`src/t8_pkg.sv`:
```
// constants shared by the 8-bit timer-counter files
// assumes a single 100 MHz clock and plain control ports
package t8_pkg;

  // ==========================================
  // counter limits
  localparam logic [7:0] BOTTOM = 8'h00;
  localparam logic [7:0] MAX = 8'hff;

  // ==========================================
  // waveform modes
  localparam logic [1:0] MODE_NORMAL = 2'h0;
  localparam logic [1:0] MODE_PHASE = 2'h1;
  localparam logic [1:0] MODE_CLEAR_ON_MATCH = 2'h2;
  localparam logic [1:0] MODE_FAST = 2'h3;

  // ==========================================
  // output actions
  localparam logic [1:0] ACT_OFF = 2'h0;
  localparam logic [1:0] ACT_TOGGLE = 2'h1;
  localparam logic [1:0] ACT_CLEAR = 2'h2;
  localparam logic [1:0] ACT_SET = 2'h3;

  // ==========================================
  // tick source selection and prescale masks
  localparam logic [2:0] SRC_STOP = 3'h0;
  localparam int PRE_W = 10;
  localparam logic [9:0] MASK_DIV1 = 10'h000;
  localparam logic [9:0] MASK_DIV8 = 10'h007;
  localparam logic [9:0] MASK_DIV32 = 10'h01f;
  localparam logic [9:0] MASK_DIV64 = 10'h03f;
  localparam logic [9:0] MASK_DIV128 = 10'h07f;
  localparam logic [9:0] MASK_DIV256 = 10'h0ff;
  localparam logic [9:0] MASK_DIV1024 = 10'h3ff;

  // ==========================================
  // control readback layout
  localparam int CTRL_ACT_LSB = 6;
  localparam int CTRL_MODE_LSB = 0;

  typedef enum logic {DIR_UP, DIR_DOWN} t8_dir_e;

endpackage

```
`src/t8_prescaler.sv`:
```
// tick generator: divides the core clock by the selected factor
// assumes tick_source_select is synchronous to clk
`timescale 1ns/1ps
`default_nettype none
module t8_prescaler (
  // clock and reset
  input wire logic clk,
  input wire logic reset,
  // selection
  input wire logic [2:0] tick_source_select,
  // one-cycle tick
  output logic timer_tick
);

  function automatic logic [9:0] sel_mask(input logic [2:0] sel);
    case (sel)
      3'h1: sel_mask = t8_pkg::MASK_DIV1;
      3'h2: sel_mask = t8_pkg::MASK_DIV8;
      3'h3: sel_mask = t8_pkg::MASK_DIV32;
      3'h4: sel_mask = t8_pkg::MASK_DIV64;
      3'h5: sel_mask = t8_pkg::MASK_DIV128;
      3'h6: sel_mask = t8_pkg::MASK_DIV256;
      default: sel_mask = t8_pkg::MASK_DIV1024;
    endcase
  endfunction

  logic [t8_pkg::PRE_W-1:0] pre;
  logic [9:0] mask;

  // free-running, so a new selection takes effect without restart
  always_ff @(posedge clk or posedge reset) begin
    if (reset) begin
      pre <= '0;
    end else begin
      pre <= pre + 1'b1;
    end
  end

  assign mask = sel_mask(tick_source_select);
  assign timer_tick = (tick_source_select != t8_pkg::SRC_STOP) && ((pre & mask) == mask);

endmodule // t8_prescaler
`default_nettype wire

```
`src/t8_wave_unit.sv`:
```
// compare output waveform generator
// assumes count_value and direction are those before the tick edge
`timescale 1ns/1ps
`default_nettype none
module t8_wave_unit (
  // clock and reset
  input wire logic clk,
  input wire logic reset,
  // configuration
  input wire logic [1:0] waveform_mode,
  input wire logic [1:0] output_action,
  // counter state
  input wire logic timer_tick,
  input wire logic count_wr,
  input wire logic [7:0] count_value,
  input wire logic [7:0] compare_eff,
  input wire logic [7:0] top_value,
  input wire t8_pkg::t8_dir_e dir,
  // waveform
  output logic wave_level
);

  logic next_wave;
  logic match;
  logic special;

  assign match = count_value == compare_eff;
  assign special = output_action[1] && (compare_eff == top_value);

  always_comb begin
    next_wave = wave_level;
    if (timer_tick && !count_wr) begin
      case (waveform_mode)
        t8_pkg::MODE_FAST: begin
          // match at max wins over the bottom action
          if (match) begin
            next_wave = output_action == t8_pkg::ACT_SET;
          end else if (count_value == t8_pkg::MAX) begin
            next_wave = output_action == t8_pkg::ACT_CLEAR;
          end
        end
        t8_pkg::MODE_PHASE: begin
          if (match && (special || dir == t8_pkg::DIR_UP)) begin
            next_wave = output_action == t8_pkg::ACT_SET;
          end else if (match) begin
            next_wave = output_action == t8_pkg::ACT_CLEAR;
          end
        end
        default: begin
          if (match) begin
            case (output_action)
              t8_pkg::ACT_TOGGLE: next_wave = !wave_level;
              t8_pkg::ACT_CLEAR: next_wave = 1'b0;
              t8_pkg::ACT_SET: next_wave = 1'b1;
              default: next_wave = wave_level;
            endcase
          end
        end
      endcase
    end
  end

  always_ff @(posedge clk or posedge reset) begin
    if (reset) begin
      wave_level <= 1'b0;
    end else begin
      wave_level <= next_wave;
    end
  end

endmodule // t8_wave_unit
`default_nettype wire

```
`src/t8_timer.sv`:
```
// 8-bit timer-counter with one compare output
// assumes all control inputs are synchronous to clk
`timescale 1ns/1ps
`default_nettype none
module t8_timer (
  // clock and reset
  input wire logic clk,
  input wire logic reset,

  // control fields
  input wire logic [2:0] tick_source_select,
  input wire logic [1:0] waveform_mode,
  input wire logic [1:0] output_action,

  // counter access
  input wire logic count_wr,
  input wire logic [7:0] count_wdata,
  output logic [7:0] count_value,

  // compare value
  input wire logic [7:0] compare_value,

  // flags
  output logic overflow_flag,
  input wire logic overflow_clear,
  output logic compare_flag,
  input wire logic compare_clear,

  // control readback
  output logic [7:0] timer_control_a,

  // port pin
  input wire logic pin_dir_out,
  input wire logic port_data,
  output logic pin_out,
  output logic pin_oe
);

  // ==========================================
  // internal signals

  logic timer_tick;
  logic [7:0] next_count;
  t8_pkg::t8_dir_e dir;
  t8_pkg::t8_dir_e next_dir;
  logic [7:0] top_value;
  logic [7:0] cmp_buf;
  logic [7:0] compare_eff;
  logic is_pwm;
  logic at_top;
  logic at_bottom;
  logic ovf_event;
  logic cmp_event;
  logic wave_level;
  logic wave_connected;

  // ==========================================
  // tick generation

  t8_prescaler u_pre (
    .clk(clk),
    .reset(reset),
    .tick_source_select(tick_source_select),
    .timer_tick(timer_tick)
  );

  // ==========================================
  // top, bottom and compare selection

  assign is_pwm = waveform_mode == t8_pkg::MODE_FAST || waveform_mode == t8_pkg::MODE_PHASE;

  // only clear-on-match takes its top from the compare value
  assign top_value = (waveform_mode == t8_pkg::MODE_CLEAR_ON_MATCH) ? compare_value : t8_pkg::MAX;

  assign at_top = count_value == top_value;
  assign at_bottom = count_value == t8_pkg::BOTTOM;

  // pwm modes reload the compare at top so a period never sees a
  // half-written value; clear-on-match uses the live value
  always_ff @(posedge clk or posedge reset) begin
    if (reset) begin
      cmp_buf <= t8_pkg::BOTTOM;
    end else if (!is_pwm || (timer_tick && at_top)) begin
      cmp_buf <= compare_value;
    end
  end

  assign compare_eff = is_pwm ? cmp_buf : compare_value;

  // ==========================================
  // counting

  always_comb begin
    next_count = count_value;
    next_dir = t8_pkg::DIR_UP;
    if (count_wr) begin
      next_count = count_wdata;
      next_dir = dir;
    end else if (timer_tick) begin
      case (waveform_mode)
        t8_pkg::MODE_CLEAR_ON_MATCH: begin
          // a top written below the count is passed by and only
          // caught again after the wrap through max
          if (at_top) begin
            next_count = t8_pkg::BOTTOM;
          end else begin
            next_count = count_value + 8'h01;
          end
        end
        t8_pkg::MODE_FAST: begin
          if (count_value == t8_pkg::MAX) begin
            next_count = t8_pkg::BOTTOM;
          end else begin
            next_count = count_value + 8'h01;
          end
        end
        t8_pkg::MODE_PHASE: begin
          next_dir = dir;
          if (dir == t8_pkg::DIR_UP && at_top) begin
            next_dir = t8_pkg::DIR_DOWN;
          end else if (dir == t8_pkg::DIR_DOWN && at_bottom) begin
            next_dir = t8_pkg::DIR_UP;
          end
          if (next_dir == t8_pkg::DIR_UP) begin
            next_count = count_value + 8'h01;
          end else begin
            next_count = count_value - 8'h01;
          end
        end
        default: begin
          next_count = count_value + 8'h01;
        end
      endcase
    end else if (waveform_mode == t8_pkg::MODE_PHASE) begin
      next_dir = dir;
    end
  end

  always_ff @(posedge clk or posedge reset) begin
    if (reset) begin
      count_value <= t8_pkg::BOTTOM;
    end else begin
      count_value <= next_count;
    end
  end

  always_ff @(posedge clk or posedge reset) begin
    if (reset) begin
      dir <= t8_pkg::DIR_UP;
    end else begin
      dir <= next_dir;
    end
  end

  // ==========================================
  // flags

  // a cpu write replaces the count, so the tick it beat raises nothing
  always_comb begin
    if (waveform_mode == t8_pkg::MODE_PHASE) begin
      ovf_event = timer_tick && !count_wr && at_bottom && dir == t8_pkg::DIR_DOWN;
    end else begin
      ovf_event = timer_tick && !count_wr && count_value == t8_pkg::MAX;
    end
  end

  assign cmp_event = timer_tick && !count_wr && count_value == compare_eff;

  // set wins over a clear in the same cycle
  always_ff @(posedge clk or posedge reset) begin
    if (reset) begin
      overflow_flag <= 1'b0;
    end else if (ovf_event) begin
      overflow_flag <= 1'b1;
    end else if (overflow_clear) begin
      overflow_flag <= 1'b0;
    end
  end

  always_ff @(posedge clk or posedge reset) begin
    if (reset) begin
      compare_flag <= 1'b0;
    end else if (cmp_event) begin
      compare_flag <= 1'b1;
    end else if (compare_clear) begin
      compare_flag <= 1'b0;
    end
  end

  // ==========================================
  // control readback

  always_comb begin
    timer_control_a = 8'h00;
    timer_control_a[t8_pkg::CTRL_ACT_LSB +: 2] = output_action;
    timer_control_a[t8_pkg::CTRL_MODE_LSB +: 2] = waveform_mode;
  end

  // ==========================================
  // waveform and pin

  t8_wave_unit u_wave (
    .clk(clk),
    .reset(reset),
    .waveform_mode(waveform_mode),
    .output_action(output_action),
    .timer_tick(timer_tick),
    .count_wr(count_wr),
    .count_value(count_value),
    .compare_eff(compare_eff),
    .top_value(top_value),
    .dir(dir),
    .wave_level(wave_level)
  );

  // in pwm modes only the upper action bit connects the pin
  assign wave_connected = is_pwm ? output_action[1] : (output_action != t8_pkg::ACT_OFF);

  // registered pin costs one cycle of delay behind the wave
  always_ff @(posedge clk or posedge reset) begin
    if (reset) begin
      pin_out <= 1'b0;
      pin_oe <= 1'b0;
    end else begin
      pin_out <= wave_connected ? wave_level : port_data;
      pin_oe <= pin_dir_out;
    end
  end

  // ==========================================
  // checks

  a_stop_no_tick: assert property (@(posedge clk) disable iff (reset)
    tick_source_select == t8_pkg::SRC_STOP |-> !timer_tick)
    else $error("tick while source stopped");

  a_cpu_write_wins: assert property (@(posedge clk) disable iff (reset)
    count_wr |=> count_value == $past(count_wdata))
    else $error("cpu write lost");

  a_hold_no_tick: assert property (@(posedge clk) disable iff (reset)
    !timer_tick && !count_wr |=> $stable(count_value))
    else $error("count moved without tick");

  a_ovf_wrap: assert property (@(posedge clk) disable iff (reset)
    timer_tick && !count_wr && !is_pwm && count_value == t8_pkg::MAX
    |=> overflow_flag && count_value == t8_pkg::BOTTOM)
    else $error("overflow not set on wrap");

  a_fast_clear: assert property (@(posedge clk) disable iff (reset)
    timer_tick && !count_wr && waveform_mode == t8_pkg::MODE_FAST
    && count_value == t8_pkg::MAX |=> count_value == t8_pkg::BOTTOM && overflow_flag)
    else $error("fast mode did not clear after max");

  a_cmp_flag_set: assert property (@(posedge clk) disable iff (reset)
    cmp_event |=> compare_flag)
    else $error("compare flag missed");

  a_cmp_flag_clear: assert property (@(posedge clk) disable iff (reset)
    compare_clear && !cmp_event |=> !compare_flag)
    else $error("compare flag not cleared");

  a_match_toggle: assert property (@(posedge clk) disable iff (reset)
    waveform_mode == t8_pkg::MODE_CLEAR_ON_MATCH && output_action == t8_pkg::ACT_TOGGLE
    && cmp_event |=> wave_level != $past(wave_level))
    else $error("toggle missed on match");

  a_match_clear: assert property (@(posedge clk) disable iff (reset)
    waveform_mode == t8_pkg::MODE_CLEAR_ON_MATCH && timer_tick && !count_wr
    && count_value == compare_value |=> count_value == t8_pkg::BOTTOM)
    else $error("count not cleared on match");

  a_match_miss: assert property (@(posedge clk) disable iff (reset)
    waveform_mode == t8_pkg::MODE_CLEAR_ON_MATCH && timer_tick && !count_wr
    && count_value > compare_value && count_value != t8_pkg::MAX
    |=> count_value == $past(count_value) + 8'h01)
    else $error("count above compare did not advance");

  a_fast_bottom_act: assert property (@(posedge clk) disable iff (reset)
    waveform_mode == t8_pkg::MODE_FAST && timer_tick && !count_wr && output_action[1]
    && count_value == t8_pkg::MAX && compare_eff != t8_pkg::MAX
    |=> wave_level == ($past(output_action) == t8_pkg::ACT_CLEAR))
    else $error("fast mode bottom action missed");

  a_fast_match_act: assert property (@(posedge clk) disable iff (reset)
    waveform_mode == t8_pkg::MODE_FAST && timer_tick && !count_wr && output_action[1]
    && count_value == compare_eff |=> wave_level == ($past(output_action) == t8_pkg::ACT_SET))
    else $error("fast mode match action missed");

  a_phase_turn: assert property (@(posedge clk) disable iff (reset)
    waveform_mode == t8_pkg::MODE_PHASE && timer_tick && !count_wr
    && dir == t8_pkg::DIR_UP && count_value == t8_pkg::MAX
    |=> count_value == t8_pkg::MAX - 8'h01 && dir == t8_pkg::DIR_DOWN)
    else $error("dual slope did not turn at top");

  a_phase_bottom: assert property (@(posedge clk) disable iff (reset)
    waveform_mode == t8_pkg::MODE_PHASE && timer_tick && !count_wr
    && dir == t8_pkg::DIR_DOWN && count_value == t8_pkg::BOTTOM
    |=> count_value == t8_pkg::BOTTOM + 8'h01 && dir == t8_pkg::DIR_UP && overflow_flag)
    else $error("dual slope did not turn at bottom");

  a_phase_down_act: assert property (@(posedge clk) disable iff (reset)
    waveform_mode == t8_pkg::MODE_PHASE && timer_tick && !count_wr && output_action[1]
    && dir == t8_pkg::DIR_DOWN && count_value == compare_eff && compare_eff != t8_pkg::MAX
    |=> wave_level == ($past(output_action) == t8_pkg::ACT_CLEAR))
    else $error("dual slope down match action missed");

  a_pin_gated: assert property (@(posedge clk) disable iff (reset)
    !pin_dir_out |=> !pin_oe)
    else $error("pin driven while input");

  a_pin_follows: assert property (@(posedge clk) disable iff (reset)
    pin_dir_out |=> pin_oe)
    else $error("pin not driven while output");

  a_pwm_port_pass: assert property (@(posedge clk) disable iff (reset)
    is_pwm && !output_action[1] |=> pin_out == $past(port_data))
    else $error("disconnected pwm pin lost port value");

  a_reserved_zero: assert property (@(posedge clk) disable iff (reset)
    timer_control_a[5:2] == 4'h0)
    else $error("reserved control bits nonzero");

endmodule // t8_timer
`default_nettype wire

```
`config.mk`:
```
export PLATFORM = sky130hd
export DESIGN_NAME = t8_timer
export DESIGN_NICKNAME = d
export VERILOG_FILES = /design/src/t8_pkg.sv /design/src/t8_prescaler.sv /design/src/t8_wave_unit.sv /design/src/t8_timer.sv
export SDC_FILE = /design/constraint.sdc
export NUM_CORES = 1
export LEC_CHECK = 0
export BUFFER_PORTS_ARGS = -buffer_cell sky130_fd_sc_hd__buf_2
export CAP_MARGIN = 20
export CORE_MARGIN = 3
export CORE_UTILIZATION = 56
export DETAILED_ROUTE_END_ITERATION = 8
export HOLD_SLACK_MARGIN = 0.15
export PLACE_DENSITY = 0.86
export SETUP_SLACK_MARGIN = 0.02
export SLEW_MARGIN = 0
export SYNTH_ARGS = -nofsm -noshare
export SYNTH_HDL_FRONTEND = slang
export SYNTH_SLANG_ARGS = --single-unit
export TNS_END_PERCENT = 10
```
`constraint.sdc`:
```
create_clock -name clk -period 3.1 [get_ports clk]
set_clock_uncertainty 0.1 [all_clocks]
set_input_delay 0.155 -clock clk [delete_from_list [all_inputs] [get_ports clk]]
set_output_delay 0.155 -clock clk [all_outputs]
set_load 0.005 [all_outputs]
```
* After elaboration in Yosys (flattened, before gate mapping)
Cells that the tools add are included.
** Storage, ports and cells
- Flip-flop bits (word level) :: 32
- Input port bits :: 30
- Word-level logic and storage cells :: 93
- Output and inout bits :: 20
** Cells by class
- Multiplexer cells :: 31
- Equal/unequal tests :: 20
- Add/sub/neg operators :: 3
- Reductions and logical operators :: 27
- Bitwise logic cells :: 3
** Operators with widths (count)
- 10-bit one-hot mux with 6 select lines :: 1
- 8-bit 2-to-1 mux :: 7
- 8-bit equality test :: 3
- 8-bit one-hot mux with 3 select lines :: 1
- 1-bit 2-to-1 mux :: 20
- 1-bit logical AND :: 11
- 10-bit by 1-bit adder with 10-bit output, second input constant :: 1
- 10-bit AND :: 1
- 10-bit equality test :: 1
- 3-bit equality test, second input constant :: 3
- 8-bit by 1-bit adder with 8-bit output, second input constant :: 1
- 2-bit equality test, second input constant :: 4
- 8-bit equality test, second input constant :: 1
- 8-bit logical NOT :: 1
- 2-bit nonzero test :: 4
- 8-bit by 1-bit subtractor with 8-bit output, second input constant :: 1
- 3-bit by 2-bit equality test with 1-bit output, second input constant :: 2
- 3-bit by 1-bit != test with 1-bit output, second input constant :: 2
- 3-bit nonzero test :: 2
- 5-bit AND reduction :: 1
- 5-bit nonzero test :: 1
- 2-bit by 1-bit equality test with 1-bit output, second input constant :: 2
- 3-bit by 1-bit equality test with 1-bit output, second input constant :: 1
- 1-bit logical NOT :: 3
- 6 further kinds :: 9

* Longest topological paths before layout
- Word-level depth :: 12
- Gate-level depth with buffers :: 10
- Gate-level depth less buffers :: 9

* Modules after synthesis
From an unflattened synthesis, not the netlist that was laid out.
** Second synthesis, totals
- Cell total of the unflattened synthesis :: 308
- Area, all modules :: 2666.3 sq um
** Modules (own cells, without submodules)
- t8_timer :: area each 1908.1 sq um, sequential area each 525.5 sq um, cells an instance 228, instances 1
- t8_prescaler :: area each 459.2 sq um, sequential area each 250.2 sq um, cells an instance 41, instances 1
- t8_wave_unit :: area each 299.0 sq um, sequential area each 25.0 sq um, cells an instance 39, instances 1

* Worst setup path before layout
Ideal clock, no wire load.
- Path kind :: reg2reg
- Start point :: register count_value[7]
- End point :: register count_value[7]
- Arrival time :: 2.129 ns
- Data required time :: 2.866 ns
- Period minus slack after synthesis :: 2.363 ns
- Setup slack :: 0.737 ns
- Setup time :: 0.134 ns
- Buffers on the path :: 1
- Stages on the path, launching flop included :: 9
- Cell sequence :: dfrtp_1 > buf_6 > or4b_4 > a21oi_4 > o32ai_4 > nor4b_4 > nor2_1 > a2111oi_2 > o31ai_2
** On the way
- Word-level cells in the longest chain between the ends :: 11
- Elaborated cells between the ends (all ways) :: 18
- Those cells by class :: add/sub (2); eq/ne (2); mux (11); reduce/logical (3)
** Ends and longest elaborated chain
- start: declaration :: line t8_timer.sv:18 : output logic [7:0] count_value,
- start signal: assignment :: line t8_timer.sv:141 : count_value <= t8_pkg::BOTTOM;
- start signal: assignment :: line t8_timer.sv:143 : count_value <= next_count;
- 8-bit logical NOT :: line t8_timer.sv:76 : assign at_bottom = count_value == t8_pkg::BOTTOM;
- 1-bit logical AND :: line t8_timer.sv:121 : end else if (dir == t8_pkg::DIR_DOWN && at_bottom) begin
- 1-bit 2-to-1 mux :: line t8_timer.sv:121
- 1-bit 2-to-1 mux :: line t8_timer.sv:119 : if (dir == t8_pkg::DIR_UP && at_top) begin
- 1-bit 2-to-1 mux :: line t8_timer.sv:100 : case (waveform_mode)
- 1-bit 2-to-1 mux :: line t8_timer.sv:99 : end else if (timer_tick) begin
- 1-bit 2-to-1 mux :: line t8_timer.sv:96 : if (count_wr) begin
- 8-bit 2-to-1 mux :: line t8_timer.sv:124 : if (next_dir == t8_pkg::DIR_UP) begin
- 8-bit one-hot mux with 3 select lines * :: line t8_timer.sv:100
- 8-bit 2-to-1 mux * :: line t8_timer.sv:99
- 8-bit 2-to-1 mux * :: line t8_timer.sv:96
Every way passes the cells marked *; elsewhere a longest branch is shown, timed or not. The select of a mux whose other input is x is not followed.
A chain may end at the register's enable or synchronous reset.

* Worst setup path in the final report
- Start point :: register count_value[7]
- End point :: register count_value[3]
The elaborated chain is that of the path after synthesis.

==> run metrics <==
HP Start count_wr; Fillers 346; ranking of synthesized cells by area dfrtp_1 30%, xnor2_1 6.3%, mux2i_1 5.3%; fin crit period 2688 ps; Comb power frac 0.268; Async S/R FF share, synth 1.000; min-delay worst type input pin to flip-flop; DR vias 2405; Core Area 0.004444 mm²; Startpoint Class flip-flop; routed vias/inst 6.135; gp weighted congestion 0.9194; share of cells above drive strength 1 0.2500; Fin. Hold Viols 0; GR Overflow Total 0; R2R cell count 7; H-Tree Depth 2; Setup crit end kind flip-flop; Fmax achieved 372.1 MHz; Worst-path clk slew 70 ps; flop2flop setup slack 410 ps; Hold Path End count_value[0]; total track usage 0.2574; Max-Cap Viols 0; final worst-path cycle share 0.8669; Placed Area 0.002805 mm²; worst vdd ir 278.8 µV; Synth top cells by count 32 x dfrtp_1, 27 x nand2_1, 22 x nor2_1; wire length per cell 17.30 µm; Die Y 74.70 µm; outcome complete, no violations; ys flop type dfrtp_1; initial drt markers 229; reg2reg end count_value[3]; count leader, synth dfrtp_1; Critical Path RT 3140 ps; DPL Wire Length 4716 µm; Leak 1.353 nW; Routed WL 6781 µm; Setup-failing EPs final 0; drt first pass iters 4; CP Class flip-flop to flip-flop; Clock Sinks 32; antenna viol nets, final 0; CTS resizes 0; I/O pin total 50; Area growth syn-to-layout 18.18%; Die Area 0.005579 mm²; Crit Path Max Fanout 11; largest net degree at the start of global routing 29; number of port buffers 45; sw power 405.1 µW; Root Driver clkbuf_8; Internal 841.5 µW; Clk network pwr share 0.317; nets@finish 376; Min-Delay Path Depth 2; Fin Setup TNS 0 ps; Sw Share 0.3250; Worst-Skew Late Latency 290 ps; register area share after synthesis 0.3030; count of final max-slew check failures 0; Avg Inst Size Synth 9.272 µm²; Max-slew headroom 0.5686; YS warnings 0; global-route wire length before repair 11000 µm; RSZ-0062 raised after global routing no; ANT cells 0; vias in the first global route 2388; count of flip-flops with a built-in enable after synthesis 0; chip width 74.70 µm; initial antenna violation count 0; area leader, netlist dfrtp_1; finished layout cell area 0.003123 mm²; Worst-Margin Slew 644.7 ps; Reg2Reg Launch Point count_value[7]; Sequential Power Share 0.415; row count 24; count of state elements after synthesis 32; Mapped Area 0.002643 mm²; CTS Buf Count 5; pwr/cell area 399.2 mW/mm²; cells after synthesis 285; drt drc 0; Synth cell types 54; Design Power 1.247 mW; Initial Util 0.5946; CP arrival 2720 ps; TritonCTS clock tree yes; post-synth top area share 0.3030; Max clock buf depth 2
==> per-stage QoR <==
step                      std cells    util  worst slack [ps]  hold WS, ps
after detailed placement        363  0.6312             445.1        106.3
after floorplan                 288       -             736.7        86.43
after CTS                       392  0.7027             446.2        225.0
final                           392  0.7027             412.5        242.1
after global placement          363  0.6312             486.4        106.1
after global routing            392  0.7027             254.0        257.3
==> state kept, by name, summed over array words and instances, names as in the netlist <==
| register | flops |
|---|---|
| compare_flag | 1 |
| overflow_flag | 1 |
| u_pre.pre | 10 |
| count_value | 8 |
| u_wave.wave_level | 1 |
| cmp_buf | 8 |
| dir | 1 |
| pin_out | 1 |
| pin_oe | 1 |
==> worst max-delay path by stage <==
stage	startpoint	end	cells past startpoint
floorplan	count_value[7]	count_value[7]	8
global placement	count_value[4]	count_value[4]	7
CTS	count_value[7]	count_value[3]	7
detailed placement	waveform_mode[0]	count_value[4]	8
finish	count_value[7]	count_value[3]	7
global route	count_value[4]	count_value[3]	7
==> layout make-up <==
cell class	instances	area, µm²	area share
Sequential cell	32	800.8	0.2564
Tap cell	52	65.06	0.02083
Clock inverter	2	35.03	0.01122
Multi-Input combinational cell	219	1650	0.5284
Inverter	13	48.80	0.01562
Clock buffer	6	72.57	0.02324
Timing Repair Buffer	68	450.4	0.1442
==> metal layers <==
metal | share of wire | track usage
met5 | 0 | 0
met1 | 0.40 | 0.3052
met2 | 0.50 | 0.4439
met4 | 0.026 | 0.1087
met3 | 0.067 | 0.06409
==> critical path: stages (launching register included) <==
cell      delay, ps
dfrtp_1         560
or4b_4          610
a21oi_4         160
o32ai_4         140
o31ai_1         390
a32oi_1         200
a221oi_2        330
a221oi_2         50
==> kinds of logic (layout without fill, tap and decap cells) <==
group | Yosys count | count (layout) | share of synthesized area
DFF | 32 | 32 | 0.3030
other | 1 | 4 | 0.001419
adders and majority gates | 7 | 7 | 0.03314
xor gates and xnor gates | 30 | 30 | 0.09943
AOI/OAI and AO/OA | 61 | 61 | 0.2017
and+or+nand+nor | 93 | 93 | 0.1889
buffers and inverters | 37 | 89 | 0.07670
muxes | 24 | 24 | 0.09564
==> cells in the final DEF, fill, tap and decap left out, drive strengths merged, types with 2 or more instances in the layout <==
cell,n
nor2,22
nand4,4
clkbuf,6
buf,47
nor4b,3
nor3,5
or4b,3
dfrtp,32
conb,4
o21ai,8
a32o,2
o31ai,7
nand2,27
o211ai,3
a41oi,2
a221oi,3
a211oi,5
and3,3
nand2b,5
xor2,11
xnor2,19
a2111oi,4
nand3,10
o22ai,2
a21oi,15
dlygate4sd3,21
clkinv,2
ha,7
nor4,7
o21bai,2
inv,12
mux2,10
mux2i,14
o32ai,2
==> repair_timing <==
action / CTS / global route
hold buffers: 21 / 0
endpoints found under the hold margin: 33 / 0
endpoints found under the setup margin: 0 / 0
setup buffers: 0 / 0
==> power groups by stage <==
stage | registers (mW) | clock network [mW] | logic, mW
finish | 0.518 | 0.395 | 0.333
CTS | 0.515 | 0.399 | 0.332
global placement | 0.521 | 0 | 0.299
detailed placement | 0.522 | 0 | 0.309
floorplan | 0.473 | 0 | 0.274
global route | 0.522 | 0.425 | 0.368
Power figures use the tool's default switching activity.
